[config.mk]
export PLATFORM = sky130hd
export DESIGN_NAME = tttq_core
export DESIGN_NICKNAME = d
export VERILOG_FILES = /design/src/tttq_pkg.sv /design/src/tttq_core.sv
export SDC_FILE = /design/constraint.sdc
export NUM_CORES = 2
export LEC_CHECK = 0
export ABC_AREA = 0
export BUFFER_PORTS_ARGS = -buffer_cell sky130_fd_sc_hd__clkbuf_2
export CORE_MARGIN = 2
export CORE_UTILIZATION = 52
export CTS_CLUSTER_SIZE = 30
export DETAILED_ROUTE_END_ITERATION = 12
export GPL_TIMING_DRIVEN = 0
export PLACE_DENSITY_LB_ADDON = 0.25
export SLEW_MARGIN = 20
export SYNTH_ARGS = -nofsm -noshare
export SYNTH_HDL_FRONTEND = slang
export SYNTH_SLANG_ARGS = --single-unit
[constraint.sdc]
create_clock -name i_ref_clk -period 21.1 [get_ports i_ref_clk]
set_clock_uncertainty 0.1 [all_clocks]
set_input_delay 3.165 -clock i_ref_clk [delete_from_list [all_inputs] [get_ports i_ref_clk]]
set_output_delay 3.165 -clock i_ref_clk [all_outputs]
set_load 0.05 [all_outputs]
[src/tttq_pkg.sv]
// Package for the tone, time, tag and parameter-read command block
package tttq_pkg;
  // Command opcodes
  localparam logic [7:0] TONE_GENERATE_CMD    = 8'h0D;
  localparam logic [7:0] TIME_QUERY_CMD       = 8'h0E;
  localparam logic [7:0] TAGGED_SELECT_CMD    = 8'h09;
  localparam logic [7:0] PARAM_READ_CMD       = 8'h06;
  localparam logic [7:0] ERROR_WORD_READ_CMD  = 8'h20;
  localparam logic [7:0] STOP_CMD             = 8'h00;
  localparam logic [7:0] FILLER_BYTE          = 8'hAA;
  // Error codes
  localparam logic [7:0] ERR_NONE             = 8'h00;
  localparam logic [7:0] BAD_PARAMETER_ERROR  = 8'h02;
  localparam logic [7:0] INVALID_STATE_ERROR  = 8'h01;
  // Tone byte fields
  localparam int TONE_KIND_BIT   = 0;
  localparam int TONE_FREQ_LSB   = 1;
  localparam int TONE_FREQ_W     = 5;
  localparam int TONE_KEY_W      = 4;
  localparam logic [11:0] TONE_HZ_STEP = 12'h064;
  // Time word fields
  localparam int TW_DAY_LSB  = 0;
  localparam int TW_HOUR_LSB = 3;
  localparam int TW_MIN_LSB  = 8;
  localparam int TW_SET_LSB  = 14;
  localparam logic [1:0] TW_SET_MARK   = 2'h3;
  localparam logic [1:0] TW_UNSET_MARK = 2'h0;
  localparam logic [7:0] DIR_NEWEST    = 8'h80;
  localparam logic [7:0] DIR_OLDEST    = 8'h00;
  // Bus response codes
  localparam logic [1:0] RESP_OKAY   = 2'h0;
  localparam logic [1:0] RESP_SLVERR = 2'h2;
  // Register byte addresses
  localparam logic [7:0] REG_CMD_DATA   = 8'h00;
  localparam logic [7:0] REG_REPLY      = 8'h04;
  localparam logic [7:0] REG_STATUS     = 8'h08;
  localparam logic [7:0] REG_CLOCK_TIME = 8'h0C;
  localparam logic [7:0] REG_MSG_TAG    = 8'h10;
  localparam logic [7:0] REG_MSG_STAMP  = 8'h14;
  localparam logic [7:0] REG_TONE_OUT   = 8'h18;
  localparam logic [7:0] REG_PARAM_WR   = 8'h1C;
  localparam int STATUS_ERR_BIT  = 7;
  localparam int NUM_MSG_DEF     = 8;
  localparam int NUM_PARAM_DEF   = 8;

  typedef enum logic [3:0] {
    ST_IDLE  = 4'b0001,
    ST_PARAM = 4'b0010,
    ST_REPLY = 4'b0100,
    ST_TONE  = 4'b1000
  } tttq_mode_type;

  typedef struct packed {
    logic        valid;
    logic [15:0] tag;
    logic [15:0] stamp;
  } tttq_msg_type;
endpackage

[src/tttq_core.sv]
// Command interpreter for tone, time query, tagged select, parameter read
//
// Contract
// - Single tone frequency is field times 100
// - Tone runs until stop command
// - Time query returns two bytes, option selects
// - Time word bits 0-2 weekday
// - Time word bits 3-7 hour
// - Time word bits 8-13 minute
// - Bits 14-15 are 11 only when set
// - Stamp query without message gives invalid error
// - Match when tag and mask equals reference
// - Direction picks oldest, newest or skips
// - Found becomes current, result one else zero
// - Skip without current message is unpredictable
// - Parameter read takes index, returns two bytes
// - Bad index sets bad parameter error
// - Parameter read allowed in idle and reset
// - Unwritten parameter reads its default
// - Error sets flag and event request
// - Parameters default only on device reset
//
// Decided for this implementation: the placing of the registers and register access over AXI4-Lite.
`timescale 1ns/1ns
module tttq_core
  import tttq_pkg::*;
#(
  parameter int NUM_MSG   = NUM_MSG_DEF,
  parameter int NUM_PARAM = NUM_PARAM_DEF
)(
  // Clock and reset
  input  wire logic        i_ref_clk,
  input  wire logic        i_rst,
  // AXI4-Lite slave
  input  wire logic [7:0]  s_axi_awaddr,
  input  wire logic        s_axi_awvalid,
  output logic             s_axi_awready,
  input  wire logic [31:0] s_axi_wdata,
  input  wire logic [3:0]  s_axi_wstrb,
  input  wire logic        s_axi_wvalid,
  output logic             s_axi_wready,
  output logic [1:0]       s_axi_bresp,
  output logic             s_axi_bvalid,
  input  wire logic        s_axi_bready,
  input  wire logic [7:0]  s_axi_araddr,
  input  wire logic        s_axi_arvalid,
  output logic             s_axi_arready,
  output logic [31:0]      s_axi_rdata,
  output logic [1:0]       s_axi_rresp,
  output logic             s_axi_rvalid,
  input  wire logic        s_axi_rready,
  // Device outputs
  output logic             o_event_request_n,
  output logic             o_tone_active,
  output logic             o_tone_dual,
  output logic [11:0]      o_tone_freq_hz,
  output logic [3:0]       o_tone_key
);
  initial
  begin
    if (NUM_MSG < 2 || NUM_MSG > 128 || NUM_PARAM < 1 || NUM_PARAM > 256)
      $error("tttq_core: unsupported NUM_MSG or NUM_PARAM");
  end

  localparam int MW = $clog2(NUM_MSG);

  typedef struct packed {
    logic                awdone;
    logic [7:0]          awaddr;
    logic                wdone;
    logic [31:0]         wdata;
    logic [3:0]          wstrb;
    logic                bvalid;
    logic [1:0]          bresp;
    logic                rvalid;
    logic [31:0]         rdata;
    logic [1:0]          rresp;
    tttq_mode_type       mode;
    logic [7:0]          opcode;
    logic [2:0]          pidx;
    logic [7:0]          pbuf0;
    logic [7:0]          pbuf1;
    logic [7:0]          pbuf2;
    logic [7:0]          pbuf3;
    logic [15:0]         result;
    logic [1:0]          rcnt;
    logic [7:0]          echo;
    logic                echo_vld;
    logic [7:0]          tone_byte;
    logic [15:0]         clock_time;
    logic                time_set;
    logic                cur_vld;
    logic [MW-1:0]       cur;
    logic [7:0]          err;
    logic                err_flag;
    tttq_msg_type [NUM_MSG-1:0]    msgs;
    logic [NUM_PARAM-1:0][15:0]    params;
  } tttq_state_type;

  tttq_state_type st_ff;
  tttq_state_type nxt_st;

  // Default parameter values; arbitrary, replace per product
  function automatic logic [15:0] param_default(input int i);
    param_default = 16'(16'h0064 * (i + 1));
  endfunction

  // Tagged search over the message table
  logic [MW:0]   sel_idx;
  logic          sel_found;
  logic [15:0]   s_ref;
  logic [15:0]   s_mask;
  logic signed [8:0] s_dir;
  always_comb
  begin
    int cnt;
    int start;
    int j;
    cnt = 0;
    start = 0;
    j = 0;
    sel_idx = '0;
    sel_found = 1'b0;
    s_ref = {st_ff.pbuf0, st_ff.pbuf1};
    s_mask = {st_ff.pbuf2, st_ff.pbuf3};
    // Direction is the byte landing now, not the previous echo
    s_dir = 9'($signed(st_ff.wdata[7:0]));
    if (s_dir == 9'sd0)
    begin
      for (int i = NUM_MSG - 1; i >= 0; i--)
        if (st_ff.msgs[i].valid &&
            ((st_ff.msgs[i].tag & s_mask) == (s_ref & s_mask)))
        begin
          sel_idx = (MW+1)'(i);
          sel_found = 1'b1;
        end
    end
    else if (st_ff.wdata[7:0] == DIR_NEWEST)
    begin
      for (int i = 0; i < NUM_MSG; i++)
        if (st_ff.msgs[i].valid &&
            ((st_ff.msgs[i].tag & s_mask) == (s_ref & s_mask)))
        begin
          sel_idx = (MW+1)'(i);
          sel_found = 1'b1;
        end
    end
    else
    begin
      // Undefined current message searches from slot 0
      start = st_ff.cur_vld ? int'(st_ff.cur) : 0;
      for (int k = 1; k < NUM_MSG; k++)
      begin
        j = (s_dir > 0) ? start + k : start - k;
        if (j >= 0 && j < NUM_MSG && !sel_found)
          if (st_ff.msgs[j].valid &&
              ((st_ff.msgs[j].tag & s_mask) == (s_ref & s_mask)))
          begin
            cnt = cnt + 1;
            if (cnt == ((s_dir > 0) ? int'(s_dir) : -int'(s_dir)))
            begin
              sel_idx = (MW+1)'(j);
              sel_found = 1'b1;
            end
          end
      end
    end
  end

  logic wr_go;
  logic [7:0] rx;
  assign wr_go = st_ff.awdone && st_ff.wdone && !st_ff.bvalid;
  assign rx = st_ff.wdata[7:0];

  always_comb
  begin
    logic [15:0] tw;
    tw = '0;
    nxt_st = st_ff;
    // Write channel, address and data in either order
    if (s_axi_awvalid && !st_ff.awdone)
    begin
      nxt_st.awdone = 1'b1;
      nxt_st.awaddr = s_axi_awaddr;
    end
    if (s_axi_wvalid && !st_ff.wdone)
    begin
      nxt_st.wdone = 1'b1;
      nxt_st.wdata = s_axi_wdata;
      nxt_st.wstrb = s_axi_wstrb;
    end
    if (st_ff.bvalid && s_axi_bready)
      nxt_st.bvalid = 1'b0;
    if (st_ff.rvalid && s_axi_rready)
      nxt_st.rvalid = 1'b0;

    if (wr_go)
    begin
      nxt_st.awdone = 1'b0;
      nxt_st.wdone = 1'b0;
      nxt_st.bvalid = 1'b1;
      nxt_st.bresp = RESP_OKAY;
      unique case (st_ff.awaddr)
        REG_CMD_DATA:
        begin
          nxt_st.echo = rx;
          nxt_st.echo_vld = 1'b1;
          unique case (st_ff.mode)
            ST_IDLE:
            begin
              nxt_st.opcode = rx;
              nxt_st.pidx = '0;
              if (rx == TONE_GENERATE_CMD || rx == TIME_QUERY_CMD ||
                  rx == TAGGED_SELECT_CMD || rx == PARAM_READ_CMD)
                nxt_st.mode = ST_PARAM;
              else if (rx == ERROR_WORD_READ_CMD)
              begin
                nxt_st.result = {8'h00, st_ff.err};
                nxt_st.rcnt = 2'd2;
                nxt_st.mode = ST_REPLY;
                nxt_st.err = ERR_NONE;
                nxt_st.err_flag = 1'b0;
              end
            end
            ST_PARAM:
            begin
              nxt_st.pidx = 3'(st_ff.pidx + 3'd1);
              unique case (st_ff.pidx)
                3'd0: nxt_st.pbuf0 = rx;
                3'd1: nxt_st.pbuf1 = rx;
                3'd2: nxt_st.pbuf2 = rx;
                3'd3: nxt_st.pbuf3 = rx;
                default: ;
              endcase
              if (st_ff.opcode == TONE_GENERATE_CMD)
              begin
                nxt_st.tone_byte = rx;
                nxt_st.mode = ST_TONE;
              end
              else if (st_ff.opcode == TIME_QUERY_CMD)
              begin
                nxt_st.rcnt = 2'd2;
                nxt_st.mode = ST_REPLY;
                if (rx == 8'h00)
                  nxt_st.result = st_ff.clock_time;
                else if (!st_ff.cur_vld)
                begin
                  nxt_st.result = '0;
                  if (rx == 8'h01)
                  begin
                    nxt_st.err = INVALID_STATE_ERROR;
                    nxt_st.err_flag = 1'b1;
                  end
                end
                else
                  nxt_st.result = st_ff.msgs[st_ff.cur].stamp;
              end
              else if (st_ff.opcode == PARAM_READ_CMD)
              begin
                nxt_st.rcnt = 2'd2;
                nxt_st.mode = ST_REPLY;
                if (int'(rx) < NUM_PARAM)
                  nxt_st.result = st_ff.params[rx];
                else
                begin
                  nxt_st.result = '0;
                  nxt_st.err = BAD_PARAMETER_ERROR;
                  nxt_st.err_flag = 1'b1;
                end
              end
              else if (st_ff.pidx == 3'd4)
              begin
                nxt_st.rcnt = 2'd2;
                nxt_st.mode = ST_REPLY;
                nxt_st.result = {15'h0000, sel_found};
                if (sel_found)
                begin
                  nxt_st.cur = MW'(sel_idx);
                  nxt_st.cur_vld = 1'b1;
                end
              end
            end
            ST_REPLY:
            begin
              // Filler slots carry the result, high byte first
              nxt_st.echo = (st_ff.rcnt == 2'd2) ? st_ff.result[15:8]
                                                 : st_ff.result[7:0];
              nxt_st.rcnt = 2'(st_ff.rcnt - 2'd1);
              if (st_ff.rcnt == 2'd1)
                nxt_st.mode = ST_IDLE;
            end
            ST_TONE:
              if (rx == STOP_CMD)
                nxt_st.mode = ST_IDLE;
            default: nxt_st.mode = ST_IDLE;
          endcase
        end
        REG_CLOCK_TIME:
        begin
          tw[TW_DAY_LSB +: 3] = st_ff.wdata[TW_DAY_LSB +: 3];
          tw[TW_HOUR_LSB +: 5] = st_ff.wdata[TW_HOUR_LSB +: 5];
          tw[TW_MIN_LSB +: 6] = st_ff.wdata[TW_MIN_LSB +: 6];
          tw[TW_SET_LSB +: 2] = TW_SET_MARK;
          nxt_st.clock_time = tw;
          nxt_st.time_set = 1'b1;
        end
        REG_MSG_TAG:
        begin
          nxt_st.msgs[st_ff.wdata[16+MW-1:16]].tag = st_ff.wdata[15:0];
          nxt_st.msgs[st_ff.wdata[16+MW-1:16]].valid = st_ff.wdata[31];
          nxt_st.msgs[st_ff.wdata[16+MW-1:16]].stamp =
            st_ff.time_set ? st_ff.clock_time
                           : {TW_UNSET_MARK, st_ff.clock_time[13:0]};
        end
        REG_PARAM_WR:
          if (int'(st_ff.wdata[23:16]) < NUM_PARAM)
            nxt_st.params[st_ff.wdata[23:16]] = st_ff.wdata[15:0];
        default: nxt_st.bresp = RESP_SLVERR;
      endcase
    end

    if (s_axi_arvalid && !st_ff.rvalid)
    begin
      nxt_st.rvalid = 1'b1;
      nxt_st.rresp = RESP_OKAY;
      unique case (s_axi_araddr)
        REG_REPLY:
        begin
          nxt_st.rdata = {23'h0, st_ff.echo_vld, st_ff.echo};
          // A byte landing in the same cycle keeps its flag
          if (!(wr_go && st_ff.awaddr == REG_CMD_DATA))
            nxt_st.echo_vld = 1'b0;
        end
        REG_STATUS:
          nxt_st.rdata = {16'h0, st_ff.err_flag, 3'h0, st_ff.mode,
                          st_ff.err};
        REG_CLOCK_TIME: nxt_st.rdata = {16'h0, st_ff.clock_time};
        REG_TONE_OUT:
          nxt_st.rdata = {15'h0, st_ff.cur_vld, 8'h0, st_ff.tone_byte};
        default:
        begin
          nxt_st.rdata = '0;
          nxt_st.rresp = RESP_SLVERR;
        end
      endcase
    end
  end

  always_ff @(posedge i_ref_clk)
  begin
    if (i_rst)
    begin
      st_ff <= '0;
      st_ff.mode <= ST_IDLE;
      for (int i = 0; i < NUM_PARAM; i++)
        st_ff.params[i] <= param_default(i);
    end
    else
      st_ff <= nxt_st;
  end

  assign s_axi_awready = !st_ff.awdone;
  assign s_axi_wready = !st_ff.wdone;
  assign s_axi_bvalid = st_ff.bvalid;
  assign s_axi_bresp = st_ff.bresp;
  assign s_axi_arready = !st_ff.rvalid;
  assign s_axi_rvalid = st_ff.rvalid;
  assign s_axi_rdata = st_ff.rdata;
  assign s_axi_rresp = st_ff.rresp;
  assign o_event_request_n = !st_ff.err_flag;
  assign o_tone_active = (st_ff.mode == ST_TONE);
  assign o_tone_dual = st_ff.tone_byte[TONE_KIND_BIT];
  assign o_tone_key = st_ff.tone_byte[TONE_FREQ_LSB +: TONE_KEY_W];
  assign o_tone_freq_hz = o_tone_dual ? 12'h000 :
    12'(12'(st_ff.tone_byte[TONE_FREQ_LSB +: TONE_FREQ_W]) *
        TONE_HZ_STEP);

  a_tone_freq: assert property (@(posedge i_ref_clk) disable iff (i_rst)
    o_tone_active && !o_tone_dual |->
      o_tone_freq_hz == 12'(st_ff.tone_byte[5:1] * 12'd100))
    else $error("tone frequency wrong");
  a_tone_stop: assert property (@(posedge i_ref_clk) disable iff (i_rst)
    o_tone_active && !(wr_go && st_ff.awaddr == REG_CMD_DATA) |=>
      o_tone_active)
    else $error("tone ended without stop");
  a_err_event: assert property (@(posedge i_ref_clk) disable iff (i_rst)
    $rose(st_ff.err_flag) |-> !o_event_request_n)
    else $error("event request not raised");
  a_time_mark: assert property (@(posedge i_ref_clk) disable iff (i_rst)
    st_ff.time_set |-> st_ff.clock_time[15:14] == 2'b11)
    else $error("time set mark wrong");
  a_reply_two: assert property (@(posedge i_ref_clk) disable iff (i_rst)
    $rose(st_ff.mode == ST_REPLY) |-> st_ff.rcnt == 2'd2)
    else $error("reply not two bytes");
  a_bad_param: assert property (@(posedge i_ref_clk) disable iff (i_rst)
    wr_go && st_ff.awaddr == REG_CMD_DATA && st_ff.mode == ST_PARAM &&
    st_ff.opcode == PARAM_READ_CMD && int'(rx) >= NUM_PARAM |=>
      st_ff.err == BAD_PARAMETER_ERROR)
    else $error("bad index not flagged");
  a_sel_keep: assert property (@(posedge i_ref_clk) disable iff (i_rst)
    st_ff.mode == ST_PARAM && st_ff.opcode == TAGGED_SELECT_CMD &&
    st_ff.pidx == 3'd4 && wr_go && st_ff.awaddr == REG_CMD_DATA &&
    !sel_found |=> $stable(st_ff.cur) && st_ff.result == 16'h0)
    else $error("current moved on miss");
  a_stamp_err: assert property (@(posedge i_ref_clk) disable iff (i_rst)
    st_ff.mode == ST_PARAM && st_ff.opcode == TIME_QUERY_CMD &&
    wr_go && st_ff.awaddr == REG_CMD_DATA && rx == 8'h01 &&
    !st_ff.cur_vld |=> st_ff.err_flag)
    else $error("missing invalid error");
endmodule

==> impl_metrics.ini <==
[worst_setup_path]
r2r_cells = 45
crit_type = reg -> reg
cp_slowest_stage_delay_ns = 0.98
critPathBufInv = 9
cp.required_ns = 21.56
cp_top_family = buffers and inverters
r2r-end = st_ff[403]$_SDFFE_PP0P_
critPathMaxFanout = 10
cp_common_cell = ha_1
crit_arrival_ns = 17.58
crit_path_top_delay_cell = clkbuf_1
r2r_setup_slack_ns = 3.98
worst_setup_path_end_kind = register
r2r_start = st_ff[402]$_SDFFE_PP0P_
cp-start-kind = register

[synth]
synth-adder-area-share_pct = 1.58
synth_cell_types = 104
async_flop_share_pct = 0
synthTopCellsByArea = dfxtp_1 (32%), nand2_1 (11%), mux2i_1 (8.2%)
synth_top_cell_area_share_pct = 31.5
synth_compound_area_share_pct = 16.7
synth_top_flop_cell = dfxtp_1
synth_top_family_by_area = simple AND/OR/NAND/NOR gates
netlist_instances = 4307
synth-edff-count = 0
avgSynthCellArea_um2 = 8.01
yosys.area.top_type = dfxtp_1
yosysSeqAreaShare_pct = 31.5
syn_area_mm2 = 0.0345
synthXorXnorAreaFrac_pct = 6.16
synth.mux.area_fraction_pct = 17.4
ys_warn_count = 0
synth_seq_cells = 544
synthSimpleGateAreaFrac_pct = 20.7

[placement]
port-buffer-count = 87
gp_congestion = 1.14
hpwl_mm = 128
pre_cts_ws_ns = 4.75
placed_area_mm2 = 0.0362

[clocking]
holdBufCountCts = 0
ctsRootBufferMaster = clkbuf_16
cts_setup_buffers = 0
path_clk_slew_ns = 0.07
cts.repair.resized = 0
numCtsBuffers = 54
clock_latency_ns = 0.64
cts_tree = built
cts_buffer_depth = 3
cts.sinks = 544
h-tree-depth = 2

[drt]
drc = 0
vias = 35900
viasPerCell = 6.68
first_pass_iters = 8
finalWirelength_mm = 167
first_iter_violations = 5534
post_drt_wl_per_cell_um = 31.1
ant_nets = 0

[timing]
slew_headroom_pct = 10.2
setup_slack_ns = 3.98
rsz0062_at_grt = no
fin_crit_ns = 17.12
setup-tns-final_ns = 0
setup_violations = 0
hold_violations = 0
max_freq_ghz = 0.0584
worstMarginPinSlew_ns = 1.35
post-route-period-util_pct = 81.1
slew_violations = 0

[power_and_ir_drop]
irDropWorstVdd_v = 0.0000753
power_leakage_nw = 13.9
p_per_area_mw_per_mm2 = 62.2

[global_routing]
grt_pass1_vias = 32500
overflow = 0
antenna_found_initial = 7
grt_max_degree = 16
gr-usage-all-layers_pct = 47.4
grt_first_pass_wirelength_mm = 231

[finish]
final_layout_size_suffix_gt1_share_pct = 10.7
utilization_pct = 57.8
num-fill-cells = 6098
area_growth_pct = 10.1
design_area_mm2 = 0.0380
fin_nets = 4574

[die]
core_area_mm2 = 0.0657
start_util_pct = 52.5
die_w_um = 262
pin_count = 119
fp-row-count = 94
die_h_um = 262
dieArea_mm2 = 0.0685

[worst_hold_path]
hold_path_depth = 2
min_to = st_ff[122]$_SDFFE_PP0P_
min_from = st_ff[122]$_SDFFE_PP0P_
hold_class = reg -> reg

[run]
maxCapViolCount = 0

[outcome]
status = completed
==> worst max-delay path by stage <==
stage                             from                       to  depth (start not counted)
3_5_place_dp   st_ff[402]$_SDFFE_PP0P_  st_ff[403]$_SDFFE_PP0P_                         45
3_3_place_gp   st_ff[402]$_SDFFE_PP0P_  st_ff[403]$_SDFFE_PP0P_                         45
4_1_cts        st_ff[402]$_SDFFE_PP0P_  st_ff[403]$_SDFFE_PP0P_                         45
2_1_floorplan       rx[0]$_SDFFE_PP0P_  st_ff[403]$_SDFFE_PP0P_                         45
6_report       st_ff[402]$_SDFFE_PP0P_  st_ff[403]$_SDFFE_PP0P_                         45
5_1_grt        st_ff[402]$_SDFFE_PP0P_  st_ff[403]$_SDFFE_PP0P_                         45
==> layout by cell type (no fill, tap or decap), types with 42 or more instances in the layout <==
cell       count
a21oi_1      527
a22oi_1       77
buf_4         47
clkbuf_1     299
clkbuf_16     56
clkbuf_2      97
dfxtp_1      544
ha_1          42
inv_1         49
mux2i_1      284
mux4_2       120
nand2_1      990
nand3_1      112
nor2_1       257
nor3_1        46
xnor2_1       91
xor2_1       144
==> tightest hold or removal path: cells and delay by family, from the launching register on <==
kind	cells	cell delay [ns]
flops	1	0.31
simple gates	1	0.05
compound gates	1	0.05
==> where the power goes <==
group / internal [mW] / leakage, nW / total [mW] / switching, mW
Sequential: 1.03 / 4.39 / 1.04 / 0.00421
Clock: 0.558 / 0.890 / 0.996 / 0.438
Combinational: 0.0946 / 8.60 / 0.332 / 0.237
==> cells in the mapped netlist (33+ instances only) <==
| library cell | n |
|---|---|
| buf_1 | 36 |
| a211oi_1 | 36 |
| xnor2_1 | 91 |
| nand2_1 | 990 |
| mux4_2 | 120 |
| nor2_1 | 257 |
| mux2i_1 | 284 |
| a21oi_1 | 528 |
| nand3_1 | 112 |
| mux2_2 | 36 |
| buf_4 | 47 |
| a22oi_1 | 77 |
| xor2_1 | 144 |
| dfxtp_1 | 544 |
| nor3_1 | 46 |
| clkbuf_1 | 296 |
| ha_1 | 42 |
| inv_1 | 49 |
| o21ai_0 | 33 |
==> cell type report <==
class / instances / area [um2] / share of cell area [%]
Tap cell: 864 / 1080 / 2.84
Antenna cell: 1 / 2.50 / 0.00659
Timing Repair Buffer: 91 / 462 / 1.21
Clock buffer: 77 / 1580 / 4.16
Multi-Input combinational cell: 3310 / 21700 / 57.1
Clock inverter: 20 / 213 / 0.560
Buffer: 417 / 1860 / 4.88
Sequential cell: 544 / 10900 / 28.7
Inverter: 54 / 203 / 0.533
==> logic make-up after synthesis <==
group	count (synthesis)
AND/OR/NAND/NOR	1642
AO/OA/AOI/OAI	924
flip-flops	544
buffers and inverters	471
multiplexers	444
XOR/XNOR	238
adder cells (fa/ha/maj)	43
other	1
==> metrics by stage <==
stage | power [mW] | instances | hold slack (ns)
after floorplan | 1.26 | 4325 | 0.331
after global placement | 1.37 | 5276 | 0.339
after detailed placement | 1.37 | 5279 | 0.343
after CTS | 2.34 | 5376 | 0.352
after global routing | 2.40 | 5377 | 0.368
final | 2.36 | 5378 | 0.353
==> flip-flops by register name (all words and copies together), names as in the netlist <==
register	cells
s_axi_rvalid	1
s_ref	16
o_tone_dual	1
rx	8
o_tone_key	4
st_ff	478
s_axi_rresp	1
s_axi_rdata	17
s_axi_bresp	1
s_mask	16
s_axi_bvalid	1
==> routing by layer <==
metal,vias up,wire length (um),GRT usage (%)
met3,675,20900,13.6
met1,17200,61400,58.7
met5,-,121,0
li1,15400,-,-
met2,2615,70200,70.5
met4,10,14600,34.6
No activity file was read; power rests on OpenSTA's default activity.
